==> src/include/lps_pkg.sv <==
// Constants and types shared by the LO phase sync block
package lps_pkg;
  localparam int unsigned CLK_PERIOD_PS = 4000;
  localparam int unsigned MCS_STAGES = 4;
  localparam int unsigned PLL_COUNT = 4;
  localparam int unsigned PHASE_W = 16;
  localparam int unsigned FRAC_W = 24;
  localparam int unsigned ACC_W = 32;
  localparam int unsigned AVG_LOG2 = 8;
  localparam logic [AVG_LOG2:0] AVG_COUNT = 9'h100;
  localparam logic [PHASE_W-1:0] STEP_MAX = 16'h0010;
  localparam logic [2:0] SYNC_RST = 3'h0;
  localparam logic [1:0] STAGE_RST = 2'h0;
  localparam logic [PHASE_W-1:0] PHASE_RST = 16'h0000;
  localparam logic [PLL_COUNT-1:0] MASK_RST = 4'h0;

  typedef enum logic [2:0] {
    LPS_IDLE,
    LPS_MCS,
    LPS_READY,
    LPS_MEASURE,
    LPS_CORRECT
  } lps_state_e;
endpackage : lps_pkg

==> src/hw/lps_phase_sync.sv <==
// Multichip sync sequencer with LO phase measurement and correction
`timescale 1ns/1ps

module lps_phase_sync
  import lps_pkg::*;
(
  // Clock and reset
  input wire logic clk,
  input wire logic rst,
  // Board sync pulse
  input wire logic sysref,
  // Control
  input wire logic mcs_start,
  input wire logic cal_start,
  input wire logic tracking_en,
  // LO programming
  input wire logic lo_program,
  input wire logic [FRAC_W-1:0] frac_word,
  input wire logic [7:0] loop_bw_set,
  input wire logic [7:0] loop_pm_set,
  // LO quadrature samples and PLL lock indications
  input wire logic lo_i,
  input wire logic lo_q,
  input wire logic [PLL_COUNT-1:0] pll_lock_raw,
  // Clock tree resets
  output logic [MCS_STAGES-1:0] stage_reset,
  output logic mcs_done,
  // Modulator correction and loop settings
  output logic [PHASE_W-1:0] sdm_offset,
  output logic [7:0] loop_bw,
  output logic [7:0] loop_pm,
  output logic [PHASE_W-1:0] desired_phase,
  output logic [PHASE_W-1:0] phase_error,
  output logic cal_done,
  // Interrupt masking and lock status
  output logic [PLL_COUNT-1:0] unlock_irq_mask,
  output logic [PLL_COUNT-1:0] pll_locked
);

  typedef struct packed {
    lps_state_e st;
    logic [2:0] sref_sync;
    logic [2:0] lo_i_sync;
    logic [2:0] lo_q_sync;
    logic lo_i_lvl;
    logic lo_q_lvl;
    logic [PLL_COUNT-1:0] lk1;
    logic [PLL_COUNT-1:0] lk2;
    logic [PLL_COUNT-1:0] lk3;
    logic sref_lvl;
    logic [1:0] stage;
    logic [MCS_STAGES-1:0] rst_pulse;
    logic done;
    logic [FRAC_W-1:0] counter;
    logic [FRAC_W-1:0] frac;
    logic [FRAC_W-1:0] desired_phase_accumulator;
    logic signed [ACC_W-1:0] acc_i;
    logic signed [ACC_W-1:0] acc_q;
    logic [AVG_LOG2:0] n;
    logic [PHASE_W-1:0] err;
    logic err_valid;
    logic [PHASE_W-1:0] remaining;
    logic [PHASE_W-1:0] sigma_delta_modulator;
    logic [7:0] bw;
    logic [7:0] pm;
    logic [PLL_COUNT-1:0] mask;
    logic [PLL_COUNT-1:0] locked;
    logic cal;
  } lps_s;

  lps_s q_r;
  lps_s q_nxt;

  // Quadrant of a phase word as a unit vector: 00=+1, 01=+j, 10=-1, 11=-j
  function automatic logic [1:0] lps_quadrant(input logic [PHASE_W-1:0] ph);
    lps_quadrant = ph[PHASE_W-1 -: 2];
  endfunction : lps_quadrant

  // Coarse angle of a vector as a phase word
  function automatic logic [PHASE_W-1:0] lps_angle(input logic signed [ACC_W-1:0] x,
                                                   input logic signed [ACC_W-1:0] y);
    logic [PHASE_W-1:0] a;
    a = 16'h0000;
    if (x >= 0 && y >= 0) begin
      if (y > x) begin
        a = 16'h3000;
      end else if (y == 0) begin
        a = 16'h0000;
      end else begin
        a = 16'h1000;
      end
    end else if (x < 0 && y >= 0) begin
      if (y > -x) begin
        a = 16'h5000;
      end else begin
        a = 16'h7000;
      end
    end else if (x < 0) begin
      if (-y > -x) begin
        a = 16'hB000;
      end else begin
        a = 16'h9000;
      end
    end else begin
      if (-y > x) begin
        a = 16'hD000;
      end else begin
        a = 16'hF000;
      end
    end
    lps_angle = a;
  endfunction : lps_angle

  // Opens a fresh averaging window
  function automatic lps_s lps_arm_measure(input lps_s s);
    lps_s t;
    t = s;
    t.st = LPS_MEASURE;
    t.acc_i = '0;
    t.acc_q = '0;
    t.n = '0;
    lps_arm_measure = t;
  endfunction : lps_arm_measure

  // Restarts the four-stage sync sequence
  function automatic lps_s lps_arm_sync(input lps_s s);
    lps_s t;
    t = s;
    t.st = LPS_MCS;
    t.stage = STAGE_RST;
    t.done = 1'b0;
    lps_arm_sync = t;
  endfunction : lps_arm_sync

  ////////////////////////////////////////////////////////////////////////////
  logic sref_rise;
  logic signed [1:0] smp_i;
  logic signed [1:0] smp_q;
  logic signed [1:0] rot_i;
  logic signed [1:0] rot_q;
  logic [PHASE_W-1:0] step;

  always_comb begin
    q_nxt = q_r;
    q_nxt.sref_sync = {q_r.sref_sync[1:0], sysref};
    q_nxt.lo_i_sync = {q_r.lo_i_sync[1:0], lo_i};
    q_nxt.lo_q_sync = {q_r.lo_q_sync[1:0], lo_q};
    q_nxt.lk1 = pll_lock_raw;
    q_nxt.lk2 = q_r.lk1;
    q_nxt.lk3 = q_r.lk2;
    if (q_r.sref_sync[2] == q_r.sref_sync[1]) begin
      q_nxt.sref_lvl = q_r.sref_sync[2];
    end
    sref_rise = (q_r.sref_sync[2] == q_r.sref_sync[1]) && q_r.sref_sync[2] && !q_r.sref_lvl;
    if (q_r.lo_i_sync[2] == q_r.lo_i_sync[1]) begin
      q_nxt.lo_i_lvl = q_r.lo_i_sync[2];
    end
    if (q_r.lo_q_sync[2] == q_r.lo_q_sync[1]) begin
      q_nxt.lo_q_lvl = q_r.lo_q_sync[2];
    end
    for (int k = 0; k < PLL_COUNT; k++) begin
      if (q_r.lk3[k] == q_r.lk2[k]) begin
        q_nxt.locked[k] = q_r.lk3[k];
      end
    end
    q_nxt.rst_pulse = '0;
    q_nxt.counter = q_r.counter + 24'h000001;
    q_nxt.desired_phase_accumulator = q_r.counter * q_r.frac;
    smp_i = q_r.lo_i_lvl ? 2'sb01 : 2'sb11;
    smp_q = q_r.lo_q_lvl ? 2'sb01 : 2'sb11;
    // multiply by conjugate of desired phase
    unique case (lps_quadrant(q_r.desired_phase_accumulator[FRAC_W-1 -: PHASE_W]))
      2'h0: begin
        rot_i = smp_i;
        rot_q = smp_q;
      end
      2'h1: begin
        rot_i = smp_q;
        rot_q = -smp_i;
      end
      2'h2: begin
        rot_i = -smp_i;
        rot_q = -smp_q;
      end
      2'h3: begin
        rot_i = -smp_q;
        rot_q = smp_i;
      end
    endcase
    step = (q_r.remaining > STEP_MAX) ? STEP_MAX : q_r.remaining;
    q_nxt.mask = lo_program ? {PLL_COUNT{1'b1}} : MASK_RST;
    if (lo_program) begin
      q_nxt.bw = loop_bw_set;
      q_nxt.pm = loop_pm_set;
      q_nxt.frac = frac_word;
    end
    unique case (q_r.st)
      LPS_IDLE: begin
        if (mcs_start) begin
          q_nxt = lps_arm_sync(q_nxt);
        end
      end
      LPS_MCS: begin
        if (sref_rise) begin
          q_nxt.rst_pulse[q_r.stage] = 1'b1;
          if (q_r.stage == 2'(MCS_STAGES - 1)) begin
            q_nxt.st = LPS_READY;
            q_nxt.done = 1'b1;
            // counter seeded on final sync edge
            q_nxt.counter = '0;
          end else begin
            q_nxt.stage = q_r.stage + 2'h1;
          end
        end
      end
      LPS_READY: begin
        if (mcs_start) begin
          q_nxt = lps_arm_sync(q_nxt);
        end else if (cal_start) begin
          q_nxt = lps_arm_measure(q_nxt);
          q_nxt.err_valid = 1'b0;
        end
      end
      LPS_MEASURE: begin
        q_nxt.acc_i = q_r.acc_i + ACC_W'(rot_i);
        q_nxt.acc_q = q_r.acc_q + ACC_W'(rot_q);
        q_nxt.n = q_r.n + 9'h001;
        if (q_r.n == AVG_COUNT - 9'h001) begin
          q_nxt.err = lps_angle(q_nxt.acc_i, q_nxt.acc_q);
          q_nxt.remaining = lps_angle(q_nxt.acc_i, q_nxt.acc_q);
          q_nxt.err_valid = 1'b1;
          q_nxt.st = LPS_CORRECT;
        end
      end
      LPS_CORRECT: begin
        q_nxt.sigma_delta_modulator = q_r.sigma_delta_modulator + step;
        q_nxt.remaining = q_r.remaining - step;
        if (q_r.remaining == PHASE_RST) begin
          q_nxt.cal = 1'b1;
          if (tracking_en) begin
            q_nxt = lps_arm_measure(q_nxt);
          end else begin
            q_nxt.st = LPS_READY;
          end
        end
      end
    endcase
  end

  ////////////////////////////////////////////////////////////////////////////
  always_ff @(posedge clk) begin
    if (rst) begin
      q_r <= '0;
      q_r.st <= LPS_IDLE;
      q_r.sref_sync <= SYNC_RST;
      q_r.stage <= STAGE_RST;
      q_r.sigma_delta_modulator <= PHASE_RST;
      q_r.mask <= MASK_RST;
    end else begin
      q_r <= q_nxt;
    end
  end

  assign stage_reset = q_r.rst_pulse;
  assign mcs_done = q_r.done;
  assign sdm_offset = q_r.sigma_delta_modulator;
  assign loop_bw = q_r.bw;
  assign loop_pm = q_r.pm;
  assign desired_phase = q_r.desired_phase_accumulator[FRAC_W-1 -: PHASE_W];
  assign phase_error = q_r.err;
  assign cal_done = q_r.cal;
  assign unlock_irq_mask = q_r.mask;
  assign pll_locked = q_r.locked;

endmodule : lps_phase_sync

==> config.mk <==
export PLATFORM = sky130hd
export DESIGN_NAME = lps_phase_sync
export DESIGN_NICKNAME = d
export VERILOG_FILES = /design/src/include/lps_pkg.sv /design/src/hw/lps_phase_sync.sv
export SDC_FILE = /design/constraint.sdc
export NUM_CORES = 1
export LEC_CHECK = 0
export ABC_AREA = 1
export BUFFER_PORTS_ARGS = -buffer_cell sky130_fd_sc_hd__buf_2
export CORE_MARGIN = 2
export CORE_UTILIZATION = 50
export DETAILED_ROUTE_END_ITERATION = 8
export GPL_TIMING_DRIVEN = 0
export PLACE_DENSITY = 0.74
export SLEW_MARGIN = 20
export SYNTH_ARGS = -nofsm -noshare
export SYNTH_HDL_FRONTEND = slang
export SYNTH_SLANG_ARGS = --single-unit
export TNS_END_PERCENT = 5
==> constraint.sdc <==
create_clock -name clk -period 8.7 [get_ports clk]
set_input_delay 1.74 -clock clk [delete_from_list [all_inputs] [get_ports clk]]
set_output_delay 1.74 -clock clk [all_outputs]
set_load 0.01 [all_outputs]
**Word level (Yosys, flattened, before mapping)**

Index checks and enable logic that the tools add are counted.

- Flip-flop bits (word level): 252
- Bits in latches: 0
- Bits in writable memories: 0
- Memory bits (read-only): 0
- Output and inout bits: 78
- Logic and storage cells: 144
- Memories kept: 0

- $add $sub $neg: 11
- Multipliers: 1
- Divide/modulo/power cells: 0
- Magnitude comparators: 10
- Equality and inequality tests: 27
- Shifts and indexed selects: 0
- Mux-type cells: 44
- Bitwise logic cells: 3
- Reduce and logical (&&, ||, !) cells: 21

Operators with widths:

| cell | number |
|---|---|
| two-way mux 253 bit | 4 |
| one-hot mux 106 bit (4 select lines) | 1 |
| two-way mux 147 bit | 1 |
| one-hot mux 48 bit (3 select lines) | 1 |
| greater-than comparator 32 bit | 4 |
| one-hot mux 31 bit (4 select lines) | 1 |
| one-hot mux 41 bit (3 select lines) | 1 |
| two-way mux 16 bit | 6 |
| one-hot mux 24 bit (3 select lines) | 1 |
| adder 32 x 2 -> 32 bit | 2 |
| >= comparator 32 x 1 -> 1 bit (second input constant) | 2 |
| negation 32 bit | 2 |
| two-way mux 14 bit | 3 |
| two-way mux 33 bit | 1 |
| zero test 32 bit | 1 |
| less-than comparator 32 x 1 -> 1 bit (second input constant) | 1 |
| two-way mux 31 bit | 1 |
| two-way mux 25 bit | 1 |
| adder 24 x 1 -> 24 bit (second input constant) | 1 |
| multiplier 24 x 24 -> 24 bit | 1 |
| two-way mux 24 bit | 1 |
| AND reduction 6 bit | 4 |
| inequality test 2 bit (second input constant) | 10 |
| adder 16 bit | 1 |
| other kinds (34) | 65 |

**Longest topological paths before layout**

Gate-level depths: netlist of the first run.

- Depth in word-level cells: 12
- Depth in mapped cells: 41

**Worst setup path after synthesis of the first run**

No wires, ideal clock.

- Kind: flip-flop to flip-flop
- Start: register q_r[203] (netlist name)
- End: register q_r (netlist bit desired_phase[15])
- Arrival time: 5.841 ns
- Data required time: 8.585 ns
- Slack: 2.744 ns
- Cell stages (with the launch flop): 25
- Clock period less this slack: 5.956 ns
- Cell sequence: dfxtp_1 -> clkbuf_1 -> clkbuf_1 -> nand2_1 -> fa_1 -> inv_1 -> fa_1 -> fa_1 -> inv_1 -> fa_1 -> fa_1 -> inv_1 -> fa_1 -> fa_1 -> ha_1 -> a21oi_1 -> nor2_1 -> a211oi_1 -> o31ai_1 -> nand2_1 -> nor2_1 -> a21oi_1 -> nand3_1 -> nand2_1 -> nor2_1

- Longest elaborated chain between the ends: 4
- Elaborated cells between the ends (all ways): 6
- Those cells by class: mul (1); mux (5)

Ends and longest elaborated chain:

| what | RTL line | RTL |
|---|---|---|
| start, declared | lps_phase_sync.sv:71 | `lps_s q_r;` |
| start signal, assigned | lps_phase_sync.sv:260 | `q_r <= q_nxt;` |
| multiplier 24 x 24 -> 24 bit * | lps_phase_sync.sv:168 | `q_nxt.desired_phase_accumulator = q_r.counter * q_r.frac;` |
| two-way mux 253 bit | lps_phase_sync.sv:219 | `end else if (cal_start) begin` |
| two-way mux 253 bit | lps_phase_sync.sv:217 | `if (mcs_start) begin` |
| one-hot mux 48 bit (3 select lines) * | lps_phase_sync.sv:197 | `unique case (q_r.st)` |

Mark *: on every way between the ends. The rest lies on a longest branch, timed or not. The select of a mux whose other input is x is not followed.
A chain may end at the register's enable or synchronous reset.

**Worst setup path after layout of the first run**

- Start: register q_r (netlist bit desired_phase[15])
- End: register q_r (netlist bit phase_error[13])

- Longest elaborated chain between the ends: 11
- Elaborated cells between the ends (all ways): 28
- Those cells by class: add/sub (4); order compare (7); eq/ne (3); mux (11); reduce/logical (3)

Ends and longest elaborated chain:

| what | RTL line | RTL |
|---|---|---|
| == test 2 bit (tied with other cells) | lps_phase_sync.sv:172 | `unique case (lps_quadrant(q_r.desired_phase_accumulator[FRAC_W-1 -: PHASE_W]))` |
| one-hot mux 2 bit (4 select lines) | lps_phase_sync.sv:172 |  |
| adder 32 x 2 -> 32 bit, on equally long branches | lps_phase_sync.sv:226, lps_phase_sync.sv:225 |  |
| negation 32 bit, on equally long branches | lps_phase_sync.sv:99, lps_phase_sync.sv:105, lps_phase_sync.sv:93 |  |
| greater-than comparator 32 bit, on equally long branches | lps_phase_sync.sv:105, lps_phase_sync.sv:99 |  |
| two-way mux 14 bit, on equally long branches | lps_phase_sync.sv:105, lps_phase_sync.sv:99 |  |
| two-way mux 16 bit | lps_phase_sync.sv:98 | `end else if (x < 0) begin` |
| two-way mux 16 bit | lps_phase_sync.sv:92 | `end else if (x < 0 && y >= 0) begin` |
| two-way mux 16 bit * | lps_phase_sync.sv:84 | `if (x >= 0 && y >= 0) begin` |
| two-way mux 33 bit * | lps_phase_sync.sv:228 | `if (q_r.n == AVG_COUNT - 9'h001) begin` |
| one-hot mux 106 bit (4 select lines) * | lps_phase_sync.sv:197 |  |

Marked as above.

==> summary.txt, run 1 <==
status - finished clean
peak supply drop - 0.000268 V
die height - 241 um
DIE WIDTH - 241 um
hold-fix buffers at CTS - 0
Worst-Skew Late Latency - 590 ps
Worst Path Max Fanout - 34
clock share of power - 11.7%
setup ws final - 1520 ps
P_leak - 16.7 nW
cts bufs inserted - 28
Reg clk slew, reported paths - 70 ps
ANT nets after route - 0
Buffers on Ports - 117
Synth Register Bits - 229
Wirelength per Cell - 15.2 um
worst hold margin - 408 ps
starting density of the core - 50.7%
met3 GRT Util - 3.57%
max-cap violations - 0
Max Root-Sink Buffers - 3
P_sw - 5.84 mW
post-CTS setup buffer count - 0
largest net degree at the start of global routing - 35
fmax - 139 MHz
Critical Path Max Stage Delay - 710 ps
layout cell share with drive strength beyond 1 - 8.35%
RSZ-0062 raised after global routing - no
Pint - 4.44 mW
crit path DAT - 7700 ps
synthesized instance count - 4232
post-CTS sizing - 0
Nets - 4946
met1 usage - 35.4%
Power Density - 336 nW/um^2
final hold vios - 0
Final setup viols - 0
initial antenna violation count - 0
register area share after synthesis - 16.4%
IO Pins - 131
H-tree Lvls - 1
Tot GR Track Use - 27.4%
crit path capture type - flop
drt first-iter violations - 1471
post-layout util - 55.4%
Cell variety after synth - 49
minimum clock period - 7180 ps
DRT Wirelength - 78500 um
clock sink total - 229
cell mode on critical path - nand2_2
CP startpoint kind - flop
Final Skew - 25.8 ps
Mapped Area - 28000 sq um
async set-or-reset flop fraction in the synthesized netlist - 0%
Max-slew headroom - 36.1%
antenna fix cells - 0
core box area - 55200 sq um
sequential share of power - 12.0%
crit path max-delay cell type - nor4_1
area added between synthesis and finish - 9.25%
period utilisation layout - 82.6%
Most used DFF post-synth - dfxtp_1
Die ar. - 57900 sq um
synthesized area per cell - 6.62 sq um
met2 GRT Util - 47.5%
DR pass1 iterations - 6
Crit path required time - 9220 ps
Total Power - 10.3 mW
DP Worst Slack - 1590 ps
Synth Warn # - 0
global route overflow - 0
total via count in the routed design - 26468
CTS tree - done
crit path kind - flop to flop
combinational share of power - 76.3%
number of remaining DRC errors - 0
detailed-route vias per instance - 5.12
Switching Fraction - 56.8%
DP Wirelength - 63700 um
number of cell rows - 86
GR peak layer - met2
Worst Max-Slew Pin Slew - 954 ps
EDFF count, synth - 0
RD Place Congestion - 0.958
setup TNS - 0 ps
first-pass GRT wire length - 127000 um
vias in the first global route - 25347
HP Class - flop to flop
Final Max Slew Viols - 0
Root Buffer - clkbuf_16
==> worst paths after layout <==
kind,start,to,slack (ps),cells past startpoint
hold / removal,q_r[237]$_SDFF_PP0_,q_r[233]$_SDFF_PP0_,410,2
setup reg to reg,desired_phase[15]$_SDFF_PP0_,phase_error[13]$_SDFFE_PP0P_,1520,36
hold reg to reg,q_r[237]$_SDFF_PP0_,q_r[233]$_SDFF_PP0_,410,2
setup / recovery,desired_phase[15]$_SDFF_PP0_,phase_error[13]$_SDFFE_PP0P_,1520,36
==> per-layer routing <==
| layer | vias up | wire (um) |
|---|---|---|
| met5 | - | 0 |
| met4 | 0 | 2620 |
| met3 | 152 | 5100 |
| met2 | 768 | 36400 |
| met1 | 12218 | 34300 |
| li1 | 13330 | - |
==> per-stage QoR <==
step	cells	area, sq um
after CTS	5169	30600
final	5169	30600
after detailed placement	5119	29700
after floorplan	4253	28100
after global routing	5169	30600
after global placement	5118	29600
==> synthesized netlist by cell type, types with 10 or more instances <==
cell,n,area [sq um]
a21oi_1,242,1210
buf_4,77,578
nand3_2,16,160
nor2_1,363,1360
nand2_2,40,250
nand2_1,1204,4520
inv_1,775,2910
nor2_2,29,181
ha_1,277,3470
fa_1,215,4300
inv_2,13,48.8
a211oi_1,15,113
nor3_1,30,150
xor2_1,74,648
nand4_1,56,350
nor4_1,10,62.6
clkbuf_1,97,364
dfxtp_1,229,4580
o21ai_0,120,601
a31oi_1,10,62.6
buf_1,14,52.6
nand3_1,189,946
or2_2,11,68.8
xnor2_1,41,359
==> critical path: cells and delay by family (launching register included) <==
family	cells	cell delay (ps)
AOI/OAI and AO/OA	2	320
and+or+nand+nor	25	4720
buffers and inverters	6	680
adders and majority gates	2	750
xor gates and xnor gates	1	170
DFF	1	420
==> layout by cell type, fill, tap and decap left out, types with 6 or more instances in the layout <==
master,Yosys,routed
nand2_1,1204,1203
inv_1,775,775
nor2_1,363,363
ha_1,277,277
a21oi_1,242,242
dfxtp_1,229,229
fa_1,215,215
nand3_1,189,189
o21ai_0,120,120
buf_2,0,117
clkbuf_1,97,98
buf_4,77,77
xor2_1,74,73
nand4_1,56,56
nand2_2,40,41
xnor2_1,41,41
nor3_1,30,30
nor2_2,29,29
clkbuf_16,0,28
conb_1,2,23
nand3_2,16,16
a211oi_1,15,15
buf_1,14,14
inv_2,13,13
or2_2,11,11
nor4_1,10,10
a31oi_1,10,10
o21bai_1,9,9
o211ai_1,9,9
nand3b_1,7,7
nor2_4,7,7
o21a_1,6,6
==> power groups by stage <==
stage                     logic [mW]  registers [mW]  clock network, mW
after floorplan                 5.90            1.23                  0
after global placement          7.55            1.25                  0
after detailed placement        7.69            1.25                  0
after CTS                       7.72            1.23               1.24
after global routing            8.97            1.24               1.28
final                           7.84            1.23               1.21
==> area by class of cell <==
type                            instances  area (sq um)
Buffer                                188           996
Clock buffer                           33           749
Clock inverter                         17           190
Fill cell                            5526         24600
Inverter                              791          2970
Multi-Input combinational cell       3045         19600
Sequential cell                       229          4580
Tap cell                              748           936
Timing Repair Buffer                  118           613
==> sequential cells by signal, indices dropped and copies added (netlist names), 4 cells and up <==
name / cells
phase_error: 4
loop_pm: 8
q_r: 166
sdm_offset: 16
desired_phase: 16
pll_locked: 4
loop_bw: 8
stage_reset: 4
==> logic make-up (layout without fill, tap and decap cells) <==
family / after synthesis / after routing / share of synthesized area (%)
AOI/OAI and AO/OA: 438 / 438 / 8.51
and+or+nand+nor: 1977 / 1977 / 29.6
adders and majority gates: 492 / 492 / 27.7
other: 2 / 23 / 0.0268
buffers and inverters: 979 / 1147 / 14.2
xor gates and xnor gates: 115 / 115 / 3.60
DFF: 229 / 229 / 16.4
Note: power is estimated with default switching activity, not from simulation.
==> run 2: changes to the inputs <==
==> constraint.sdc (replaced) <==
create_clock -name clk -period 7.1 [get_ports clk]
set_input_delay 1.42 -clock clk [delete_from_list [all_inputs] [get_ports clk]]
set_output_delay 1.42 -clock clk [all_outputs]
set_load 0.01 [all_outputs]
==> run 2 against run 1 <==
Routed wire length about the same; final area hardly changed; die area unchanged; clock power up 22%; first-iteration DRC count down 1.7%; core utilization about the same; register-to-register slack got worse by 1200 ps; setup slack lost 1200 ps; worst hold slack about the same; largest power group unchanged.
==> summary.txt, run 2 (same netlist as run 1, synthesis figures left out) <==
status - finished clean
number of remaining DRC errors - 0
Pint - 5.44 mW
RD Place Congestion - 0.958
global route overflow - 0
CP startpoint kind - flop
DP Worst Slack - -9.11 ps
post-layout util - 55.5%
Root Buffer - clkbuf_16
die height - 241 um
most common cell after layout, fill and taps aside - nand2_1
met2 GRT Util - 47.6%
Max Root-Sink Buffers - 3
met1 usage - 35.3%
drt first-iter violations - 1446
sequential share of power - 12.0%
largest net degree at the start of global routing - 35
core box area - 55200 sq um
met3 GRT Util - 3.58%
Reg clk slew, reported paths - 70 ps
Crit path required time - 7590 ps
DRT Wirelength - 78400 um
layout cell share with drive strength beyond 1 - 8.81%
cts bufs inserted - 28
final hold vios - 0
Worst-Skew Late Latency - 590 ps
clock share of power - 11.7%
max-cap violations - 0
CTS tree - done
fmax - 148 MHz
first-pass GRT wire length - 127000 um
commonest non-fill, non-tap cells in the layout - 1203 x nand2_1, 775 x inv_1, 363 x nor2_1
max FFs per register - 166
P_leak - 16.8 nW
P_sw - 7.16 mW
hold path cells - 2
DP Wirelength - 63700 um
vias in the first global route - 25345
DIE WIDTH - 241 um
IO Pins - 131
ANT nets after route - 0
Nets - 4940
Buffers on Ports - 117
Worst R2R Start - q_r[205]$_SDFF_PP0_
total via count in the routed design - 26429
DR pass1 iterations - 6
Die ar. - 57900 sq um
minimum clock period - 6770 ps
H-tree Lvls - 1
detailed-route vias per instance - 5.12
R2R depth - 24
Tot GR Track Use - 27.4%
clock sink total - 229
initial antenna violation count - 0
Final Max Slew Viols - 0
HP Class - flop to flop
Final setup viols - 0
Worst Max-Slew Pin Slew - 951 ps
starting density of the core - 50.7%
number of cell rows - 86
largest register by flop count - q_r
Power Density - 411 nW/um^2
Hold Path Sink - q_r[233]$_SDFF_PP0_
Hold Startpoint - q_r[237]$_SDFF_PP0_
R2R Setup Slk - 330 ps
setup ws final - 335 ps
Max-slew headroom - 36.6%
GR peak layer - met2
antenna fix cells - 0
Reg2Reg Capture Point - desired_phase[15]$_SDFF_PP0_
Switching Fraction - 56.8%
RSZ-0062 raised after global routing - no
crit path kind - flop to flop
peak supply drop - 0.000329 V
Worst Path Max Fanout - 10
Final Skew - 25.1 ps
Wirelength per Cell - 15.2 um
crit path capture type - flop
area added between synthesis and finish - 9.34%
combinational share of power - 76.3%
crit path DAT - 7260 ps
period utilisation layout - 95.3%
run 2: changes by cell type in the layout (fill, tap and decap cells not counted):
| cell | delta |
|---|---|
| nand3_2 | +1 |
| buf_1 | -7 |
| clkbuf_2 | +17 |
| nand2_8 | +1 |
| clkbuf_1 | -16 |
| dfxtp_1 | -1 |
| nor4_2 | +1 |
| nand3_1 | -1 |
| dfxtp_2 | +1 |
| nand2_2 | -1 |
| nor4_1 | -1 |
run 2: through the flow:
step	total power, mW	area, sq um	std cells	TNS (ps)	hold WS, ps
2_1_floorplan	8.73	28100	4253	0	388
3_3_place_gp	10.8	29600	5118	-2570	392
3_5_place_dp	11.0	29700	5119	-9.11	398
4_1_cts	12.5	30600	5169	0	410
5_1_grt	14.1	30600	5163	0	416
6_report	12.6	30600	5163	0	408
run 2: cell type report:
| class | count | area (sq um) |
|---|---|---|
| Clock inverter | 17 | 190 |
| Tap cell | 748 | 936 |
| Buffer | 182 | 995 |
| Sequential cell | 229 | 4590 |
| Inverter | 791 | 2970 |
| Multi-Input combinational cell | 3045 | 19600 |
| Timing Repair Buffer | 118 | 613 |
| Fill cell | 5528 | 24600 |
| Clock buffer | 33 | 749 |
run 2: how the worst max path moves through the flow:
stage | from | endpoint | slack, ps | cells past startpoint
floorplan | q_r[203]$_SDFF_PP0_ | desired_phase[15]$_SDFF_PP0_ | 1140 | 24
global placement | desired_phase[14]$_SDFF_PP0_ | phase_error[12]$_SDFFE_PP0P_ | -700 | 29
detailed placement | desired_phase[15]$_SDFF_PP0_ | phase_error[13]$_SDFFE_PP0P_ | -9 | 36
CTS | q_r[199]$_SDFF_PP0_ | desired_phase[15]$_SDFF_PP0_ | 70 | 24
global route | q_r[179]$_SDFFE_PP0P_ | desired_phase[15]$_SDFF_PP0_ | 9 | 24
finish | q_r[205]$_SDFF_PP0_ | desired_phase[15]$_SDFF_PP0_ | 330 | 24
run 2: critical path, stage by stage (launching register included):
cell and delay, ps:
dfxtp_1 310, clkbuf_1 440, clkbuf_2 360, nand2_1 120, fa_1 540, inv_1 50
fa_1 490, fa_1 600, fa_1 440, fa_1 510, inv_1 60, fa_1 550
inv_1 60, fa_1 490, ha_1 370, nand2_1 110, nor2_1 60, a211oi_1 220
o31ai_1 150, nand2_1 110, nor2_1 60, a21oi_1 310, nand3_1 120, nand2_1 80
nor2_1 50
run 2: power by group through the flow:
stage / combinational (mW) / clock [mW] / sequential [mW]
final: 9.61 / 1.48 / 1.51
after global routing: 11.0 / 1.57 / 1.53
after CTS: 9.46 / 1.52 / 1.51
after detailed placement: 9.42 / 0 / 1.53
after global placement: 9.25 / 0 / 1.53
after floorplan: 7.22 / 0 / 1.50
run 2: metal layers:
metal,vias to the layer above,part of all wire [%],wire length (um)
li1,13317,-,-
met4,0,3.1,2450
met2,775,47,36700
met3,132,6.5,5130
met5,-,0,0
met1,12205,44,34100
run 2: repair_timing:
item                                    CTS  global route
endpoints found under the setup margin    2             7
pin swaps                                 0             0
resized for setup                         2            29
setup buffers                             0             0
hold buffers                              0             0
hold endpoints to repair                  0             0
